`src/shared/ffh_pkg.sv`:
```
// constants for the fall-through fifo host controller
package ffh_pkg;
  // clock period in picoseconds (250 MHz)
  localparam int unsigned CLK_PS = 4000;
  // device timing figures, nanoseconds
  localparam int unsigned PUSH_HIGH_MIN_NS = 45;
  localparam int unsigned PUSH_LOW_MIN_NS = 45;
  localparam int unsigned POP_HIGH_MIN_NS = 45;
  localparam int unsigned POP_LOW_MIN_NS = 45;
  localparam int unsigned DATA_SETUP_NS = 10;
  localparam int unsigned DATA_HOLD_NS = 55;
  localparam int unsigned CLEAR_PULSE_NS = 30;
  localparam int unsigned CLEAR_TO_PUSH_NS = 45;
  // fall-through time, microseconds
  localparam int unsigned FALLTHROUGH_TIME_US = 4;
  // least times round up to whole cycles
  localparam int unsigned PUSH_HIGH_CYC = (PUSH_HIGH_MIN_NS * 1000 + CLK_PS - 1) / CLK_PS;
  localparam int unsigned PUSH_LOW_CYC = (PUSH_LOW_MIN_NS * 1000 + CLK_PS - 1) / CLK_PS;
  localparam int unsigned POP_HIGH_CYC = (POP_HIGH_MIN_NS * 1000 + CLK_PS - 1) / CLK_PS;
  localparam int unsigned POP_LOW_CYC = (POP_LOW_MIN_NS * 1000 + CLK_PS - 1) / CLK_PS;
  localparam int unsigned SETUP_CYC = (DATA_SETUP_NS * 1000 + CLK_PS - 1) / CLK_PS;
  localparam int unsigned HOLD_CYC = (DATA_HOLD_NS * 1000 + CLK_PS - 1) / CLK_PS;
  localparam int unsigned CLEAR_CYC = (CLEAR_PULSE_NS * 1000 + CLK_PS - 1) / CLK_PS;
  localparam int unsigned CLEAR_GAP_CYC = (CLEAR_TO_PUSH_NS * 1000 + CLK_PS - 1) / CLK_PS;
  localparam int unsigned FT_CYC = (FALLTHROUGH_TIME_US * 1000000 + CLK_PS - 1) / CLK_PS;
  localparam int unsigned CNT_W = 12;
  // word width and depth of the attached device
  localparam int unsigned WORD_W = 4;
  localparam int unsigned DEPTH = 64;

  typedef enum logic [5:0] {
    ST_CLEAR  = 6'b000001,
    ST_GAP    = 6'b000010,
    ST_IDLE   = 6'b000100,
    ST_SETUP  = 6'b001000,
    ST_HIGH   = 6'b010000,
    ST_LOW    = 6'b100000
  } ffh_wr_e;

  typedef enum logic [2:0] {
    RD_IDLE = 3'b001,
    RD_HIGH = 3'b010,
    RD_LOW  = 3'b100
  } ffh_rd_e;
endpackage

```
`src/logic/ffh_host.sv`:
```
// host controller driving a 64-word fall-through fifo through its pins
// ---------------------------------------------------------------
// ---------------------------------------------------------------
module ffh_host #(
  parameter int unsigned WORD_W = ffh_pkg::WORD_W,
  parameter int unsigned LANES = 1,
  parameter int unsigned FT_CYC = ffh_pkg::FT_CYC
) (
  // clock and reset
  input wire logic CLK_IN,
  input wire logic SYS_RST_IN,
  // user write side
  input wire logic [WORD_W*LANES-1:0] WR_DATA_IN,
  input wire logic WR_VALID_IN,
  output logic WR_READY_OUT,
  // user read side
  output logic [WORD_W*LANES-1:0] RD_DATA_OUT,
  output logic RD_VALID_OUT,
  input wire logic RD_READY_IN,
  // user status
  output logic FULL_OUT,
  output logic EMPTY_OUT,
  // device pins, one lane per device for width expansion
  output logic [WORD_W*LANES-1:0] WRITE_WORD_OUT,
  output logic PUSH_OUT,
  input wire logic [LANES-1:0] SPACE_AVAIL_IN,
  input wire logic [WORD_W*LANES-1:0] READ_WORD_IN,
  output logic POP_OUT,
  input wire logic [LANES-1:0] WORD_VALID_IN,
  output logic CLEAR_ALL_OUT
);
  // ---------------------------------------------------------------
  // pin synchronisers
  // ---------------------------------------------------------------
  logic [LANES-1:0] sp_m, sp_s, wv_m, wv_s;
  logic [WORD_W*LANES-1:0] rw_m, rw_s;
  always_ff @(posedge CLK_IN or posedge SYS_RST_IN) begin
    if (SYS_RST_IN) begin
      sp_m <= '0;
      sp_s <= '0;
      wv_m <= '0;
      wv_s <= '0;
      rw_m <= '0;
      rw_s <= '0;
    end else begin
      sp_m <= SPACE_AVAIL_IN;
      sp_s <= sp_m;
      wv_m <= WORD_VALID_IN;
      wv_s <= wv_m;
      rw_m <= READ_WORD_IN;
      rw_s <= rw_m;
    end
  end
  // composite flags across lanes
  logic all_sp_hi, all_sp_lo, all_wv_hi, all_wv_lo;
  assign all_sp_hi = &sp_s;
  assign all_sp_lo = ~|sp_s;
  assign all_wv_hi = &wv_s;
  assign all_wv_lo = ~|wv_s;

  // ---------------------------------------------------------------
  // write side: clear after reset, then push handshake
  // ---------------------------------------------------------------
  ffh_pkg::ffh_wr_e wst;
  logic [ffh_pkg::CNT_W-1:0] wcnt;
  always_ff @(posedge CLK_IN or posedge SYS_RST_IN) begin
    if (SYS_RST_IN) begin
      wst <= ffh_pkg::ST_CLEAR;
      wcnt <= '0;
      CLEAR_ALL_OUT <= 1'b1;
      PUSH_OUT <= 1'b0;
      WR_READY_OUT <= 1'b0;
      WRITE_WORD_OUT <= '0;
    end else begin
      WR_READY_OUT <= 1'b0;
      case (wst)
        ffh_pkg::ST_CLEAR: begin
          // pulse empties all cells, zeroes valid and the output word, and sets space high
          if (wcnt == ffh_pkg::CNT_W'(ffh_pkg::CLEAR_CYC - 1)) begin
            CLEAR_ALL_OUT <= 1'b0;
            wcnt <= '0;
            wst <= ffh_pkg::ST_GAP;
          end else begin
            wcnt <= wcnt + 1'b1;
          end
        end
        ffh_pkg::ST_GAP: begin
          if (wcnt == ffh_pkg::CNT_W'(ffh_pkg::CLEAR_GAP_CYC - 1)) begin
            wst <= ffh_pkg::ST_IDLE;
            WR_READY_OUT <= 1'b1;
          end else begin
            wcnt <= wcnt + 1'b1;
          end
        end
        ffh_pkg::ST_IDLE: begin
          // ready pulse accepts one word; push only with all flags high
          if (WR_VALID_IN && WR_READY_OUT) begin
            WRITE_WORD_OUT <= WR_DATA_IN;
            wcnt <= '0;
            wst <= ffh_pkg::ST_SETUP;
          end else if (!WR_READY_OUT) begin
            WR_READY_OUT <= 1'b1;
          end
        end
        ffh_pkg::ST_SETUP: begin
          if (wcnt >= ffh_pkg::CNT_W'(ffh_pkg::SETUP_CYC) && all_sp_hi) begin
            PUSH_OUT <= 1'b1;
            wcnt <= '0;
            wst <= ffh_pkg::ST_HIGH;
          end else if (wcnt < ffh_pkg::CNT_W'(ffh_pkg::SETUP_CYC)) begin
            wcnt <= wcnt + 1'b1;
          end
        end
        ffh_pkg::ST_HIGH: begin
          // hold until min high and data hold met, and all lanes took it
          if (wcnt >= ffh_pkg::CNT_W'(ffh_pkg::HOLD_CYC) && all_sp_lo) begin
            PUSH_OUT <= 1'b0;
            wcnt <= '0;
            wst <= ffh_pkg::ST_LOW;
          end else if (wcnt < ffh_pkg::CNT_W'(ffh_pkg::HOLD_CYC)) begin
            wcnt <= wcnt + 1'b1;
          end
        end
        ffh_pkg::ST_LOW: begin
          if (wcnt == ffh_pkg::CNT_W'(ffh_pkg::PUSH_LOW_CYC - 1)) begin
            wst <= ffh_pkg::ST_IDLE;
          end else begin
            wcnt <= wcnt + 1'b1;
          end
        end
        default: begin
          wst <= ffh_pkg::ST_CLEAR;
          CLEAR_ALL_OUT <= 1'b1;
          PUSH_OUT <= 1'b0;
          wcnt <= '0;
        end
      endcase
    end
  end

  // ---------------------------------------------------------------
  // read side: pop handshake into a one-word holding register
  // ---------------------------------------------------------------
  ffh_pkg::ffh_rd_e rst;
  logic [ffh_pkg::CNT_W-1:0] rcnt;
  logic clearing;
  assign clearing = (wst == ffh_pkg::ST_CLEAR) || (wst == ffh_pkg::ST_GAP);
  always_ff @(posedge CLK_IN or posedge SYS_RST_IN) begin
    if (SYS_RST_IN) begin
      rst <= ffh_pkg::RD_IDLE;
      rcnt <= '0;
      POP_OUT <= 1'b0;
      RD_VALID_OUT <= 1'b0;
      RD_DATA_OUT <= '0;
    end else begin
      if (RD_VALID_OUT && RD_READY_IN) begin
        RD_VALID_OUT <= 1'b0;
      end
      case (rst)
        ffh_pkg::RD_IDLE: begin
          // data is stable once valid seen, two stages behind the pin
          if (!clearing && all_wv_hi && !RD_VALID_OUT) begin
            RD_DATA_OUT <= rw_s;
            RD_VALID_OUT <= 1'b1;
            POP_OUT <= 1'b1;
            rcnt <= '0;
            rst <= ffh_pkg::RD_HIGH;
          end
        end
        ffh_pkg::RD_HIGH: begin
          // valid drop on every lane confirms the pop was seen
          if (rcnt >= ffh_pkg::CNT_W'(ffh_pkg::POP_HIGH_CYC - 1) && all_wv_lo) begin
            POP_OUT <= 1'b0;
            rcnt <= '0;
            rst <= ffh_pkg::RD_LOW;
          end else if (rcnt < ffh_pkg::CNT_W'(ffh_pkg::POP_HIGH_CYC - 1)) begin
            rcnt <= rcnt + 1'b1;
          end
        end
        ffh_pkg::RD_LOW: begin
          // low time plus sync delay so a stale valid is not reused
          if (rcnt == ffh_pkg::CNT_W'(ffh_pkg::POP_LOW_CYC + 1)) begin
            rst <= ffh_pkg::RD_IDLE;
          end else begin
            rcnt <= rcnt + 1'b1;
          end
        end
        default: begin
          rst <= ffh_pkg::RD_IDLE;
          POP_OUT <= 1'b0;
          rcnt <= '0;
        end
      endcase
    end
  end

  // ---------------------------------------------------------------
  // full and empty: flag low for the fall-through time; empty also set at once while clearing once all valid lanes read low
  // ---------------------------------------------------------------
  logic [31:0] sp_lo_cnt, wv_lo_cnt;
  always_ff @(posedge CLK_IN or posedge SYS_RST_IN) begin
    if (SYS_RST_IN) begin
      sp_lo_cnt <= '0;
      FULL_OUT <= 1'b0;
    end else begin
      if (all_sp_hi || clearing) begin
        sp_lo_cnt <= '0;
        FULL_OUT <= 1'b0;
      end else if (sp_lo_cnt >= 32'(FT_CYC)) begin
        FULL_OUT <= 1'b1;
      end else begin
        sp_lo_cnt <= sp_lo_cnt + 1;
      end
    end
  end
  always_ff @(posedge CLK_IN or posedge SYS_RST_IN) begin
    if (SYS_RST_IN) begin
      wv_lo_cnt <= '0;
      EMPTY_OUT <= 1'b1;
    end else begin
      if (!all_wv_lo) begin
        wv_lo_cnt <= '0;
        EMPTY_OUT <= 1'b0;
      end else if (clearing) begin
        EMPTY_OUT <= 1'b1;
      end else if (wv_lo_cnt >= 32'(FT_CYC)) begin
        EMPTY_OUT <= 1'b1;
      end else begin
        wv_lo_cnt <= wv_lo_cnt + 1;
      end
    end
  end
endmodule

```
`config.mk`:
```
export PLATFORM = sky130hd
export DESIGN_NAME = ffh_host
export DESIGN_NICKNAME = d
export VERILOG_FILES = /design/src/shared/ffh_pkg.sv /design/src/logic/ffh_host.sv
export SDC_FILE = /design/constraint.sdc
export NUM_CORES = 1
export LEC_CHECK = 0
export ABC_AREA = 1
export BUFFER_PORTS_ARGS = -buffer_cell sky130_fd_sc_hd__buf_4
export CORE_UTILIZATION = 30
export CTS_CLUSTER_DIAMETER = 80
export DETAILED_ROUTE_END_ITERATION = 7
export HOLD_SLACK_MARGIN = 0.06
export SYNTH_ARGS = -nofsm -noshare
export SYNTH_HDL_FRONTEND = slang
export SYNTH_SLANG_ARGS = --single-unit
```
`constraint.sdc`:
```
create_clock -name CLK_IN -period 5 [get_ports CLK_IN]
set_clock_uncertainty 0.1 [all_clocks]
set_input_delay 0.75 -clock CLK_IN [delete_from_list [all_inputs] [get_ports CLK_IN]]
set_output_delay 0.75 -clock CLK_IN [all_outputs]
set_load 0.1 [all_outputs]
```
==> results of run 1 <==
## worst reg2reg max path, delay by kind of cell, from the launching register on
family | cells | cell delay (ps)
flops | 1 | 380
simple gates | 6 | 1610
## final timing paths
path	startpoint	to
min reg2reg	rw_m[3]$_DFF_PP0_	rw_s[3]$_DFF_PP0_
min	rw_m[3]$_DFF_PP0_	rw_s[3]$_DFF_PP0_
max reg2reg	wv_lo_cnt[28]$_DFFE_PP0P_	wv_lo_cnt[9]$_DFFE_PP0P_
max in group asynchronous	SYS_RST_IN	wst[0]$_DFFE_PP1P_
max	wv_lo_cnt[28]$_DFFE_PP0P_	wv_lo_cnt[9]$_DFFE_PP0P_
min in group asynchronous	SYS_RST_IN	sp_lo_cnt[22]$_DFFE_PP0P_
## sequential cells by signal, indices dropped and copies added, names as in the netlist, 3 cells and up
| register | count |
|---|---|
| wcnt | 12 |
| rw_m | 4 |
| wst | 6 |
| RD_DATA_OUT | 4 |
| rst | 3 |
| wv_lo_cnt | 32 |
| rcnt | 12 |
| rw_s | 4 |
| sp_lo_cnt | 32 |
| WRITE_WORD_OUT | 4 |
## metrics by stage
step	hold slack [ps]	util [%]	instance area, um^2
after CTS	246	36.1	7100
final	246	36.1	7100
after detailed placement	236	33.3	6540
after floorplan	231	-	6070
after global placement	234	33.3	6540
after global routing	253	36.1	7100
## routing by layer
layer,track usage (%),wire length (um),vias to the layer above
li1,-,-,2325
met1,16.7,5900,2113
met2,19.7,5330,51
met3,3.87,365,11
met4,4.21,115,0
met5,0,0,-
## kinds of logic after synthesis
logic type      Yosys count  synth area share [%]
xor+xnor                 28                  4.04
buf+inv                 129                  8.66
mux                       4                 0.742
compound gates           45                  4.45
flops                   124                  51.2
fa+ha+maj                 8                  1.65
simple gates            377                  29.3
## where the power goes
group	switching, mW	total, mW	internal (mW)
clock	0.420	1.15	0.732
sequential	0.0686	1.16	1.09
combinational	0.594	0.767	0.172
## synthesized netlist by cell type (all sizes together) (5+ instances only)
master / n
xnor2: 6
nor3: 13
nand2: 163
inv: 113
dfrtp: 120
nor2: 96
buf: 11
xor2: 22
nand3: 66
o21ai: 32
a21oi: 10
clkbuf: 5
ha: 8
nand4: 31
## cell type report
type | instances | area (um^2) | area share, %
Sequential cell | 124 | 3110 | 43.8
Multi-Input combinational cell | 462 | 2440 | 34.3
Clock buffer | 25 | 495 | 6.98
Inverter | 113 | 429 | 6.05
Tap cell | 265 | 332 | 4.67
Timing Repair Buffer | 31 | 233 | 3.28
Clock inverter | 7 | 62.6 | 0.882
==> metrics list, run 1 <==
- The flow ran to the end, and the final reports show no timing, DRC or antenna violations.
- The max-slew violation count is 0.
- Clock-pin transition on the worst setup and hold timing paths: 60 ps
* Hold Vio Cnt, Final: 0
- Clock tree from TritonCTS: yes
* GR Overflow Total: 0
- Full die area: 20800 um^2
* Horizontal die dimension: 144 um
* Die Y: 144 um
- Dividing total power by cell area gives a power density of 434 nW/um^2.
- The worst setup path is launched from a flip-flop.
- The tree is rooted in a sky130_fd_sc_hd__clkbuf_16.
- VDD sags by at most 0.250 mV.
* Fraction of layout cells with a size suffix above 1: 15.5%
- Period utilization: 44.0%
- Seq/Total Area, Yosys: 51.2%
- The first global-routing pass estimated 20600 um of wire.
* Number of antenna repair diodes: 0
- Routability congestion estimate from global placement: 0.781
* Most common library cell in the layout ignoring fill and taps: sky130_fd_sc_hd__nand2_1
- Worst reg2reg path depth: 6
* WP data arrival: 2400 ps
* Logic depth of the worst setup path including buffers: 6
- The pre-antenna-repair detailed-routing pass consisted of 7 iterations.
* Mean area per synthesized cell: 8.49 um^2
- Across the run, the number of max-cap violations was 0.
- The via count of the first global-routing pass was 4408.
* Starting density of the core: 30.9%
- Gates resized during post-CTS repair numbered 0.
* Total wire length: 11700 um
- Once detail routing completed, the nets flagged for antenna violations numbered 0.
- Post-cts hold buffer count: 0
* Critical path class: flip-flop to flip-flop
* TritonCTS buffer count: 17
* Worst stage delay on the critical path: 520 ps
* Setup TNS Final: 0 ps
* Detailed-placement wirelength estimate: 8220 um
- Synthesis handed over a netlist of 715 instances.
- RSZ-0062 raised after global routing: false
- At the end of the flow, the number of nets in the layout was 771.
- The routed design could run at a clock period as short as 2200 ps.
* Final-layout fill cell count: 2069
* Critical-path cell list: nor4_1 > nand3_1 > nor2_1 > nand2_1 > nand3_1 > nand2_1
* Worst endpoint required time: 5200 ps
* Detailed Route Iter0 Violations: 264
* Antenna violations before repair: 0
- The later pin in the worst-skew pair is clocked with a latency of 410 ps.
- In the final routed layout, each cell accounts on average for 11.4 um.
- sky130_fd_sc_hd__dfrtp_1 takes more of the synthesized area than any other cell.
- After detailed routing, the number of vias per cell comes to 4.38.
* Number of placement rows: 51
- Crit end category: flip-flop
- At the pin with the least slew margin, the transition time is 746 ps.
- Setup-failing EPs final: 0
- After floorplanning, the core was sized to cover 19700 um^2.
* Dpl ws: 2820 ps
- For this run, the top clock speed supported by timing is 0.454 GHz.
* Static Leak: 3.55 nW
- After layout, the design draws a total of 3.08 mW.
- The count of cells in the finished layout, fillers not included, comes to 1027.
* Via count of the routed design: 4500
- Worst Hold Class: flip-flop to flip-flop
- Synth cell types: 39
- Compared with the post-synthesis result, the final layout area differs by 16.9%.
- Clock H-tree levels: 4
* Post-synthesis async set-or-reset flop share: 100%
- Setup slack of the worst register-to-register path: 2800 ps
* Slew Limit Headroom: 50.3%
- The mapped netlist covers 6070 um^2.
- Highest-count cells in the layout ignoring fill and taps: 154 x sky130_fd_sc_hd__nand2_1, 120 x sky130_fd_sc_hd__dfrtp_1, 104 x sky130_fd_sc_hd__inv_1
* I/O pin count: 29
- Maximum fanout along the worst path: 11
* Count of yosys warnings during synthesis: 0
- After layout, the worst setup slack is 2800 ps.
- The number of setup buffers added after CTS is 0.
- Commonest register cell after synthesis: sky130_fd_sc_hd__dfrtp_1
- Post-synth EDFFs: 0
* Synth top area share: 49.5%
- Net count after synthesis: 737
- In this run the tool buffered the top-level ports with 28 buffer cells.
- The clock passes through at most 2 buffers.
* Worst hold path cell count: 0
- The critical path contains buffers and inverters numbering 0 combined.
- Synth Register Bits: 124
- Across every metal layer, demand over resource in global routing totals 12.7%.
- Largest net degree at the start of global routing: 62
* Top post-synthesis cells by area: sky130_fd_sc_hd__dfrtp_1 49%, sky130_fd_sc_hd__nand2_1 9.5%, sky130_fd_sc_hd__inv_1 6.5%
- The number of placed instances, taps included, is 995.
- Slowest cell on the critical path: sky130_fd_sc_hd__nor2_1
- TritonCTS Sinks: 124
- In the routed design, unresolved DRC markers number 0.
- Among cell families on the critical path, the largest total delay comes from simple AND/OR/NAND/NOR gates.
Note: power is estimated with default switching activity, not from simulation.
==> run 2, diff against run 1 <==
--- a/config.mk
+++ b/config.mk
@@ -5,7 +5,7 @@
 export SDC_FILE = /design/constraint.sdc
 export NUM_CORES = 1
 export LEC_CHECK = 0
-export ABC_AREA = 1
+export ABC_AREA = 0
 export BUFFER_PORTS_ARGS = -buffer_cell sky130_fd_sc_hd__buf_4
 export CORE_UTILIZATION = 30
 export CTS_CLUSTER_DIAMETER = 80
==> constraint.sdc (replaced) <==
create_clock -name CLK_IN -period 1.9 [get_ports CLK_IN]
set_clock_uncertainty 0.1 [all_clocks]
set_input_delay 0.285 -clock CLK_IN [delete_from_list [all_inputs] [get_ports CLK_IN]]
set_output_delay 0.285 -clock CLK_IN [all_outputs]
set_load 0.1 [all_outputs]
==> metrics list, run 2 <==
- The total overflow reported by the global router is 0 (unchanged).
- The required time at the endpoint of the critical path was 2090 ps (-3110 ps).
* Power share of the clock group: 31.9% (-5.5 points)
- The worst register-to-register path ends at wcnt[11]$_DFFE_PP0P_.
- The worst hold margin was 239 ps (-6.60 ps).
- Maximum fanout along the worst path: 5 (-6)
- The transition time at the pin with the least slew margin was 462 ps (-284 ps).
* Clk Latency, worst-skew pair: 420 ps (about the same)
* Failing checks: negative setup slack
* Highest-count cells in the layout ignoring fill and taps: 119 x sky130_fd_sc_hd__buf_4, 117 x sky130_fd_sc_hd__dfrtp_1, 37 x sky130_fd_sc_hd__nor2_1
- Top Registers: sp_lo_cnt x32, wv_lo_cnt x32
- Syn Inst Count: 470 (-34%)
- The I/O pin count was 29 (unchanged).
- Busiest metal layer after global routing: met2
* Status: complete, but fails checks
* Final critical-path required period: 2330 ps (+124 ps)
* Global-route met1 utilization: 17.1% (+0.46 points)
* Final ANT Viol Nets: 0 (unchanged)
* Setup-failing EPs final: 63 (+63)
- The clock net sink count was 124 (unchanged).
- Fraction of layout cells with a size suffix above 1: 44.4% (+29 points)
* Number of antenna repair diodes: 0 (unchanged)
* CP startpoint kind: flip-flop
- The synthesized netlist net count was 492 (-33%).
- The area occupied by multi-input gates was 2720 um^2 (+12%).
- Sw Ratio: 33.6% (-1.5 points)
- Detailed-placement wirelength estimate: 7300 um (-11%)
* Setup slack of the worst register-to-register path: -430 ps (-3220 ps)
- The synthesized area per cell is 11.5 um^2 (+36%).
- The port buffer count is 28 (unchanged).
- The length of the first detailed-routing pass in iterations came to 6 (-1).
- The number of flip-flops and latches in the synthesized netlist is 124 (unchanged).
* Area Growth Syn to Fin: 51.3%
- The overall fraction of global-route tracks in use was 13.6% (+0.92 points).
* Internal power consumption: 7.15 mW (+260%)
- The clock tree buffer depth was 2 (unchanged).
- The via count of the first global-routing pass is 4156 (-5.7%).
* PnR worst setup slack: -426 ps (-3220 ps)
- The part of the total power dissipated in combinational logic was 39.1% (+14 points).
- Final slew viol count: 0 (unchanged)
- Clock tree from TritonCTS: yes
- The root buffer cell chosen for the clock tree is sky130_fd_sc_hd__clkbuf_16.
- The detailed router's first-iteration violation count is 207 (-22%).
- Routability congestion estimate from global placement: 0.787 (+0.68%)
- Peak Freq: 0.430 GHz (-5.3%)
* Power share of the sequential group: 29.0% (-8.7 points)
- The final worst-path cycle share came to 122% (+78 points).
* Post-route DRC violation count: 0 (unchanged)
- Clock-pin transition on the worst setup and hold timing paths: 60 ps (about the same)
- Post-synth EDFFs: 0 (unchanged)
- The max-cap check violation count was 0 (unchanged).
* RSZ-0062 raised after global routing: true
- Final-layout fill cell count: 1497 (-28%)
- Top post-synthesis cells by area: sky130_fd_sc_hd__dfrtp_1 56%, sky130_fd_sc_hd__xor2_1 3.7%, sky130_fd_sc_hd__nor2b_1 3.2%
- Number of placement rows: 48 (-5.9%)
* Cell taking the most area after synthesis: sky130_fd_sc_hd__dfrtp_1
- Psw: 3.62 mW (+230%)
- The unique cell type count in the Yosys netlist came to 61 (+56%).
- The placeable core region was 17500 um^2 (-11%).
- The commonest cells after synthesis are 120 x sky130_fd_sc_hd__dfrtp_1, 41 x sky130_fd_sc_hd__nor2_1, 28 x sky130_fd_sc_hd__nor2b_1.
* Seq/Total Area, Yosys: 57.5% (+6.3 points)
- Count of yosys warnings during synthesis: 0 (unchanged)
- Crit end category: flip-flop
* Worst Hold Class: input pin to asynchronous set/reset pin
- Reg-to-Reg Start: wcnt[0]$_DFFE_PP0P_
* Total wire length: 12000 um (+2.9%)
- The pin count of the biggest net entering global routing is 70 (+13%).
* Setup TNS Final: -10730 ps (-10730 ps)
- The power density over cell area is 1320 nW/um^2 (+200%).
- Via/cell ratio: 4.68 (+6.7%)
- The cell leakage power is 3.83 nW (+7.8%).
* Hold Vio Cnt, Final: 0 (unchanged)
- Horizontal die dimension: 136 um (-5.5%)
- By startpoint and endpoint, the worst setup path is classified as flip-flop to flip-flop.
- Full die area: 18600 um^2 (-11%)
* Post-detailed-route wirelength per cell: 13.8 um (+21%)
- The layout net count is 660 (-14%).
- The signal arrival time at the worst endpoint was 2520 ps (+120 ps).
* Worst reg2reg path depth: 11 (+5)
- The global-route track usage on met2 came to 21.8% (+2.1 points).
* Most used standard cell by instance count after synthesis: sky130_fd_sc_hd__dfrtp_1
- Post-synth design cell area: 5410 um^2 (-11%)
- The worst slew margin relative to its limit came to 69.1% (+19 points).
* Via count of the routed design: 4097 (-9.0%)
* Total power: 10.8 mW (+250%)
* TritonCTS buffer count: 17 (unchanged)
- The fraction of synthesized cell area taken by the top area cell type was 55.5% (+6.1 points).
- Worst-case vdd ir drop: 0.837 mV (+230%)
- First-pass GRT wire length: 19500 um (-5.5%)
- Most common library cell in the layout ignoring fill and taps: sky130_fd_sc_hd__buf_4
- The y dimension of the die was 136 um (-5.5%).
* Post-synthesis async set-or-reset flop share: 100% (unchanged)
- The initial antenna violation count came to 0 (unchanged).
- Commonest register cell after synthesis: sky130_fd_sc_hd__dfrtp_1
* Final instance area: 8180 um^2 (+15%)
* Standard cell area after detailed placement: 6590 um^2 (+0.77%)
- Area occupied by registers: 3110 um^2 (+0.12%)
- Clock H-tree levels: 4 (unchanged)
* Starting density of the core: 30.9% (+0.053 points)
- The share of the core filled with cells in the final layout came to 46.8% (+11 points).
- The met3 track utilization from global routing came to 3.99% (+0.12 points).
-- run 2: per-stage QoR --
| step | cells | worst slack [ps] |
|---|---|---|
| after floorplan | 470 | -311 |
| after global placement | 799 | -371 |
| after detailed placement | 799 | -418 |
| after CTS | 859 | -375 |
| after global routing | 876 | -522 |
| final | 876 | -426 |
-- run 2: kinds of logic after synthesis --
kind of cell | after synthesis | synth area share (%)
mux | 16 | 3.31
compound gates | 51 | 6.69
xor+xnor | 28 | 4.54
fa+ha+maj | 8 | 1.85
flops | 124 | 57.5
buf+inv | 28 | 2.43
simple gates | 215 | 23.7
-- run 2: cell type report --
cell class	instances	share of cell area [%]
Sequential cell	124	38.0
Multi-Input combinational cell	321	33.2
Timing Repair Buffer	161	16.9
Clock buffer	21	5.75
Tap cell	225	3.44
Clock inverter	11	2.02
Inverter	13	0.673
-- run 2: worst max path at each step --
stage / from / to / slack (ps) / cells past startpoint
detailed placement: wst[1]$_DFFE_PP0P_ / sp_lo_cnt[22]$_DFFE_PP0P_ / -420 / 7
finish: wcnt[0]$_DFFE_PP0P_ / wcnt[11]$_DFFE_PP0P_ / -430 / 11
floorplan: wst[5]$_DFFE_PP0P_ / wst[5]$_DFFE_PP0P_ / -310 / 7
global route: wcnt[0]$_DFFE_PP0P_ / wcnt[11]$_DFFE_PP0P_ / -520 / 11
CTS: wcnt[10]$_DFFE_PP0P_ / wcnt[11]$_DFFE_PP0P_ / -380 / 7
global placement: wcnt[6]$_DFFE_PP0P_ / wcnt[11]$_DFFE_PP0P_ / -370 / 7
-- run 2: power by group through the flow --
stage                     clock network (mW)  logic [mW]  registers [mW]
after floorplan                            0        1.42            3.71
after global placement                     0        2.93            3.13
after detailed placement                   0        2.98            3.14
after CTS                               3.49        3.70            3.12
after global routing                    3.63        4.49            3.16
final                                   3.43        4.21            3.13
-- run 2: layer usage --
metal / part of all wire [%] / vias up
li1: - / 1993
met1: 46 / 2055
met2: 50 / 35
met3: 2.5 / 14
met4: 1.2 / 0
met5: 0 / -
-- run 2: timing repair --
action / 4_1_cts / 5_1_grt
pin swaps: 37 / 52
hold buffers: 12 / 0
resized for setup: 62 / 78
setup endpoints to repair: 77 / 82
buffers inserted: 14 / 17
hold endpoints to repair: 131 / 0
gates cloned: 3 / 4
-- run 2: critical path: stages (launching register included) --
cell and delay, ps:
sky130_fd_sc_hd__dfrtp_1 400, sky130_fd_sc_hd__buf_6 130, sky130_fd_sc_hd__inv_4 50, sky130_fd_sc_hd__ha_4 110, sky130_fd_sc_hd__o211ai_1 110, sky130_fd_sc_hd__nor2_2 180
sky130_fd_sc_hd__nor3b_4 70, sky130_fd_sc_hd__buf_6 130, sky130_fd_sc_hd__nor4_4 350, sky130_fd_sc_hd__buf_6 200, sky130_fd_sc_hd__nor2_8 50, sky130_fd_sc_hd__a221o_1 310
==> run 3, diff against run 2 <==
--- a/config.mk
+++ b/config.mk
@@ -7,7 +7,7 @@
 export LEC_CHECK = 0
 export ABC_AREA = 0
 export BUFFER_PORTS_ARGS = -buffer_cell sky130_fd_sc_hd__buf_4
-export CORE_UTILIZATION = 30
+export CORE_UTILIZATION = 43
 export CTS_CLUSTER_DIAMETER = 80
 export DETAILED_ROUTE_END_ITERATION = 7
 export HOLD_SLACK_MARGIN = 0.06
==> metrics list, run 3 (synthesis gave the netlist of run 2 again) <==
- Status: complete, but fails checks
- Failing checks: negative setup slack
* Maximum fanout along the worst path: 4 (-1)
- Slew Limit Headroom: 72.4% (+3.3 points)
- Die Y: 114 um (-16%)
* Critical path class: flip-flop to flip-flop
- The cell-internal power is 7.33 mW (+2.5%).
- The final critical path time including I/O delays and setup came to 2280 ps (-50.8 ps).
- Worst endpoint required time: 2110 ps (+20 ps)
- Via/cell ratio: 5.08 (+8.6%)
- Core utilization of the finished layout: 66.0% (+19 points)
- Setup repair after global routing could not meet its margin everywhere.
- The clock tree buffer depth is 2 (unchanged).
- Cell family with most CP delay: simple AND/OR/NAND/NOR gates
- The pre-CTS setup slack was -448 ps (-29.8 ps).
* Final ANT Viol Nets: 0 (unchanged)
- The largest registers in the layout are sp_lo_cnt x32, wv_lo_cnt x32.
- Total power: 10.9 mW (+1.3%)
- The number of antenna diodes was 0 (unchanged).
* Sw Ratio: 32.8% (-0.79 points)
- The clock latency on the worst-skew pair came to 420 ps (about the same).
- # nets final: 644 (-2.4%)
* Placeable core region: 12100 um^2 (-31%)
- The total overflow reported by the global router came to 0 (unchanged).
* Total wire length: 12000 um (-0.43%)
* Detailed-placement wirelength estimate: 7040 um (-3.7%)
- Combined buffer and inverter count along the critical path: 0 (-4)
- Power Dens Cells: 1360 nW/um^2 (+3.6%)
* Number of placement rows: 40 (-17%)
- Worst Hold Class: flip-flop to flip-flop
* Starting density of the core: 44.6% (+14 points)
* Detailed Route Iter0 Violations: 215 (+3.9%)
* Standard cell area after detailed placement: 6490 um^2 (-1.5%)
- Transition at the pin with the smallest max-transition slack: 411 ps (-51.5 ps)
* Proportion of power drawn by combinational gates: 37.1% (-2.0 points)
- Slowest cell on the critical path: sky130_fd_sc_hd__or4_4
- Global-route usage over all layers: 19.5% (+5.9 points)
- The pin count of the biggest net entering global routing is 69 (-1.4%).
- PortBufs: 28 (unchanged)
- The overall die width was 114 um (-16%).
* Period utilization: 120% (-2.7 points)
- The max-slew violation count was 0 (unchanged).
- Post-route DRC violation count: 0 (unchanged)
* WP data arrival: 2480 ps (-40 ps)
* First-pass GRT wire length: 19300 um (-0.57%)
- Leaving out fill and tap cells, the most frequent cell in the layout is sky130_fd_sc_hd__dfrtp_1.
- Antenna violations before repair: 0 (unchanged)
* Critical-path cell list: or4_4 > nor3b_4 > o31a_1 > a221o_1 > nor3_4 > mux2_4
- The clock slew at the register clock pins of the worst setup and hold paths was 60 ps (about the same).
- The worst-case vdd ir drop is 0.803 mV (-4.1%).
- Hold WS: 248 ps (+9.42 ps)
- Psw: 3.58 mW (-1.1%)
* Full die area: 13000 um^2 (-30%)
- CP startpoint kind: flip-flop
* Clock root buffer master: sky130_fd_sc_hd__clkbuf_16
* Routability congestion estimate from global placement: 0.787 (about the same)
* Router iterations before antenna repair: 6 (unchanged)
* Power share of the sequential group: 28.5% (-0.5 points)
* Highest-count cells in the layout ignoring fill and taps: 118 x sky130_fd_sc_hd__dfrtp_1, 113 x sky130_fd_sc_hd__buf_4, 37 x sky130_fd_sc_hd__nor2_1
- Crit end category: flip-flop
- Final instance area: 8000 um^2 (-2.2%)
* Hold Vio Cnt, Final: 0 (unchanged)
- Peak Freq: 0.439 GHz (+2.2%)
- TritonCTS Sinks: 124 (unchanged)
- TritonCTS built the clock tree.
* Static Leak: 3.81 nW (-0.46%)
* PnR worst setup slack: -376 ps (+50.8 ps)
- The H-tree depth was 4 (unchanged).
* Power share of the clock group: 34.4% (+2.5 points)
- Area Growth Syn to Fin: 47.9%
* Vias in the first global route: 4067 (-2.1%)
- The total setup violations reported at the end of the flow was 57 (-9.5%).
* Reported max-cap violation count: 0 (unchanged)
- The I/O pin count was 29 (unchanged).
* TritonCTS buffer count: 17 (unchanged)
* Post-detailed-route wirelength per cell: 14.9 um (+8.6%)
- Setup slack of the worst register-to-register path: -380 ps (+50 ps)
* Via count of the routed design: 4080 (-0.41%)
- The delay contributed by the slowest stage of the critical path came to 570 ps (+170 ps).
- The proportion of layout cells with a drive suffix above 1 was 43.8% (-0.61 points).
[run 3: per-stage QoR]
| step | setup TNS (ps) | instances |
|---|---|---|
| finish | -10290 | 803 |
| global route | -15010 | 803 |
| CTS | -13850 | 789 |
| detailed placement | -23100 | 738 |
| global placement | -20360 | 738 |
| floorplan | -8170 | 470 |
[run 3: routing by layer]
layer  global-route usage [%]  part of all wire [%]
met1                     24.9                    45
met2                     30.8                    50
met3                     5.45                   3.6
met4                     9.00                   1.6
met5                        0                     0
[run 3: area by class of cell]
class                   count  area [um^2]
fillers                   923         4110
flip-flops and latches    124         3110
multi-input cells         318         2670
repair buffers            148         1270
clock buffers              22          484
well taps                 168          210
clock inverters            10          208
inverters                  13         52.6
[run 3: worst reg2reg max path, stage by stage, from the launching register on]
cell,delay (ps)
sky130_fd_sc_hd__dfrtp_1,410
sky130_fd_sc_hd__or4_4,570
sky130_fd_sc_hd__nor3b_4,250
sky130_fd_sc_hd__o31a_1,280
sky130_fd_sc_hd__a221o_1,200
sky130_fd_sc_hd__nor3_4,70
sky130_fd_sc_hd__mux2_4,290
[run 3: path summary, 6_finish.rpt]
check,cells after the start,startpoint,endpoint
max,6,wst[4]$_DFFE_PP0P_,wst[5]$_DFFE_PP0P_
min,0,wv_m$_DFF_PP0_,all_wv_hi$_DFF_PP0_
max reg2reg,6,wst[4]$_DFFE_PP0P_,wst[5]$_DFFE_PP0P_
min reg2reg,0,wv_m$_DFF_PP0_,all_wv_hi$_DFF_PP0_
max in group asynchronous,4,SYS_RST_IN,CLEAR_ALL_OUT$_DFFE_PP1P_
min in group asynchronous,4,SYS_RST_IN,wv_lo_cnt[1]$_DFFE_PP0P_
[run 3: power by group through the flow]
stage	Clock, mW	Sequential (mW)	Combinational, mW
after floorplan	0	3.71	1.42
after global placement	0	3.12	3.01
after detailed placement	0	3.13	3.04
after CTS	3.84	3.08	3.41
after global routing	3.95	3.13	4.29
final	3.75	3.11	4.05
[run 3: repair_timing]
action,CTS,global route
gates cloned,2,5
pin swaps,41,47
buffers inserted,9,11
endpoints found under the setup margin,77,83
hold buffers,12,0
gates resized for setup,48,87
hold endpoints to repair,131,0
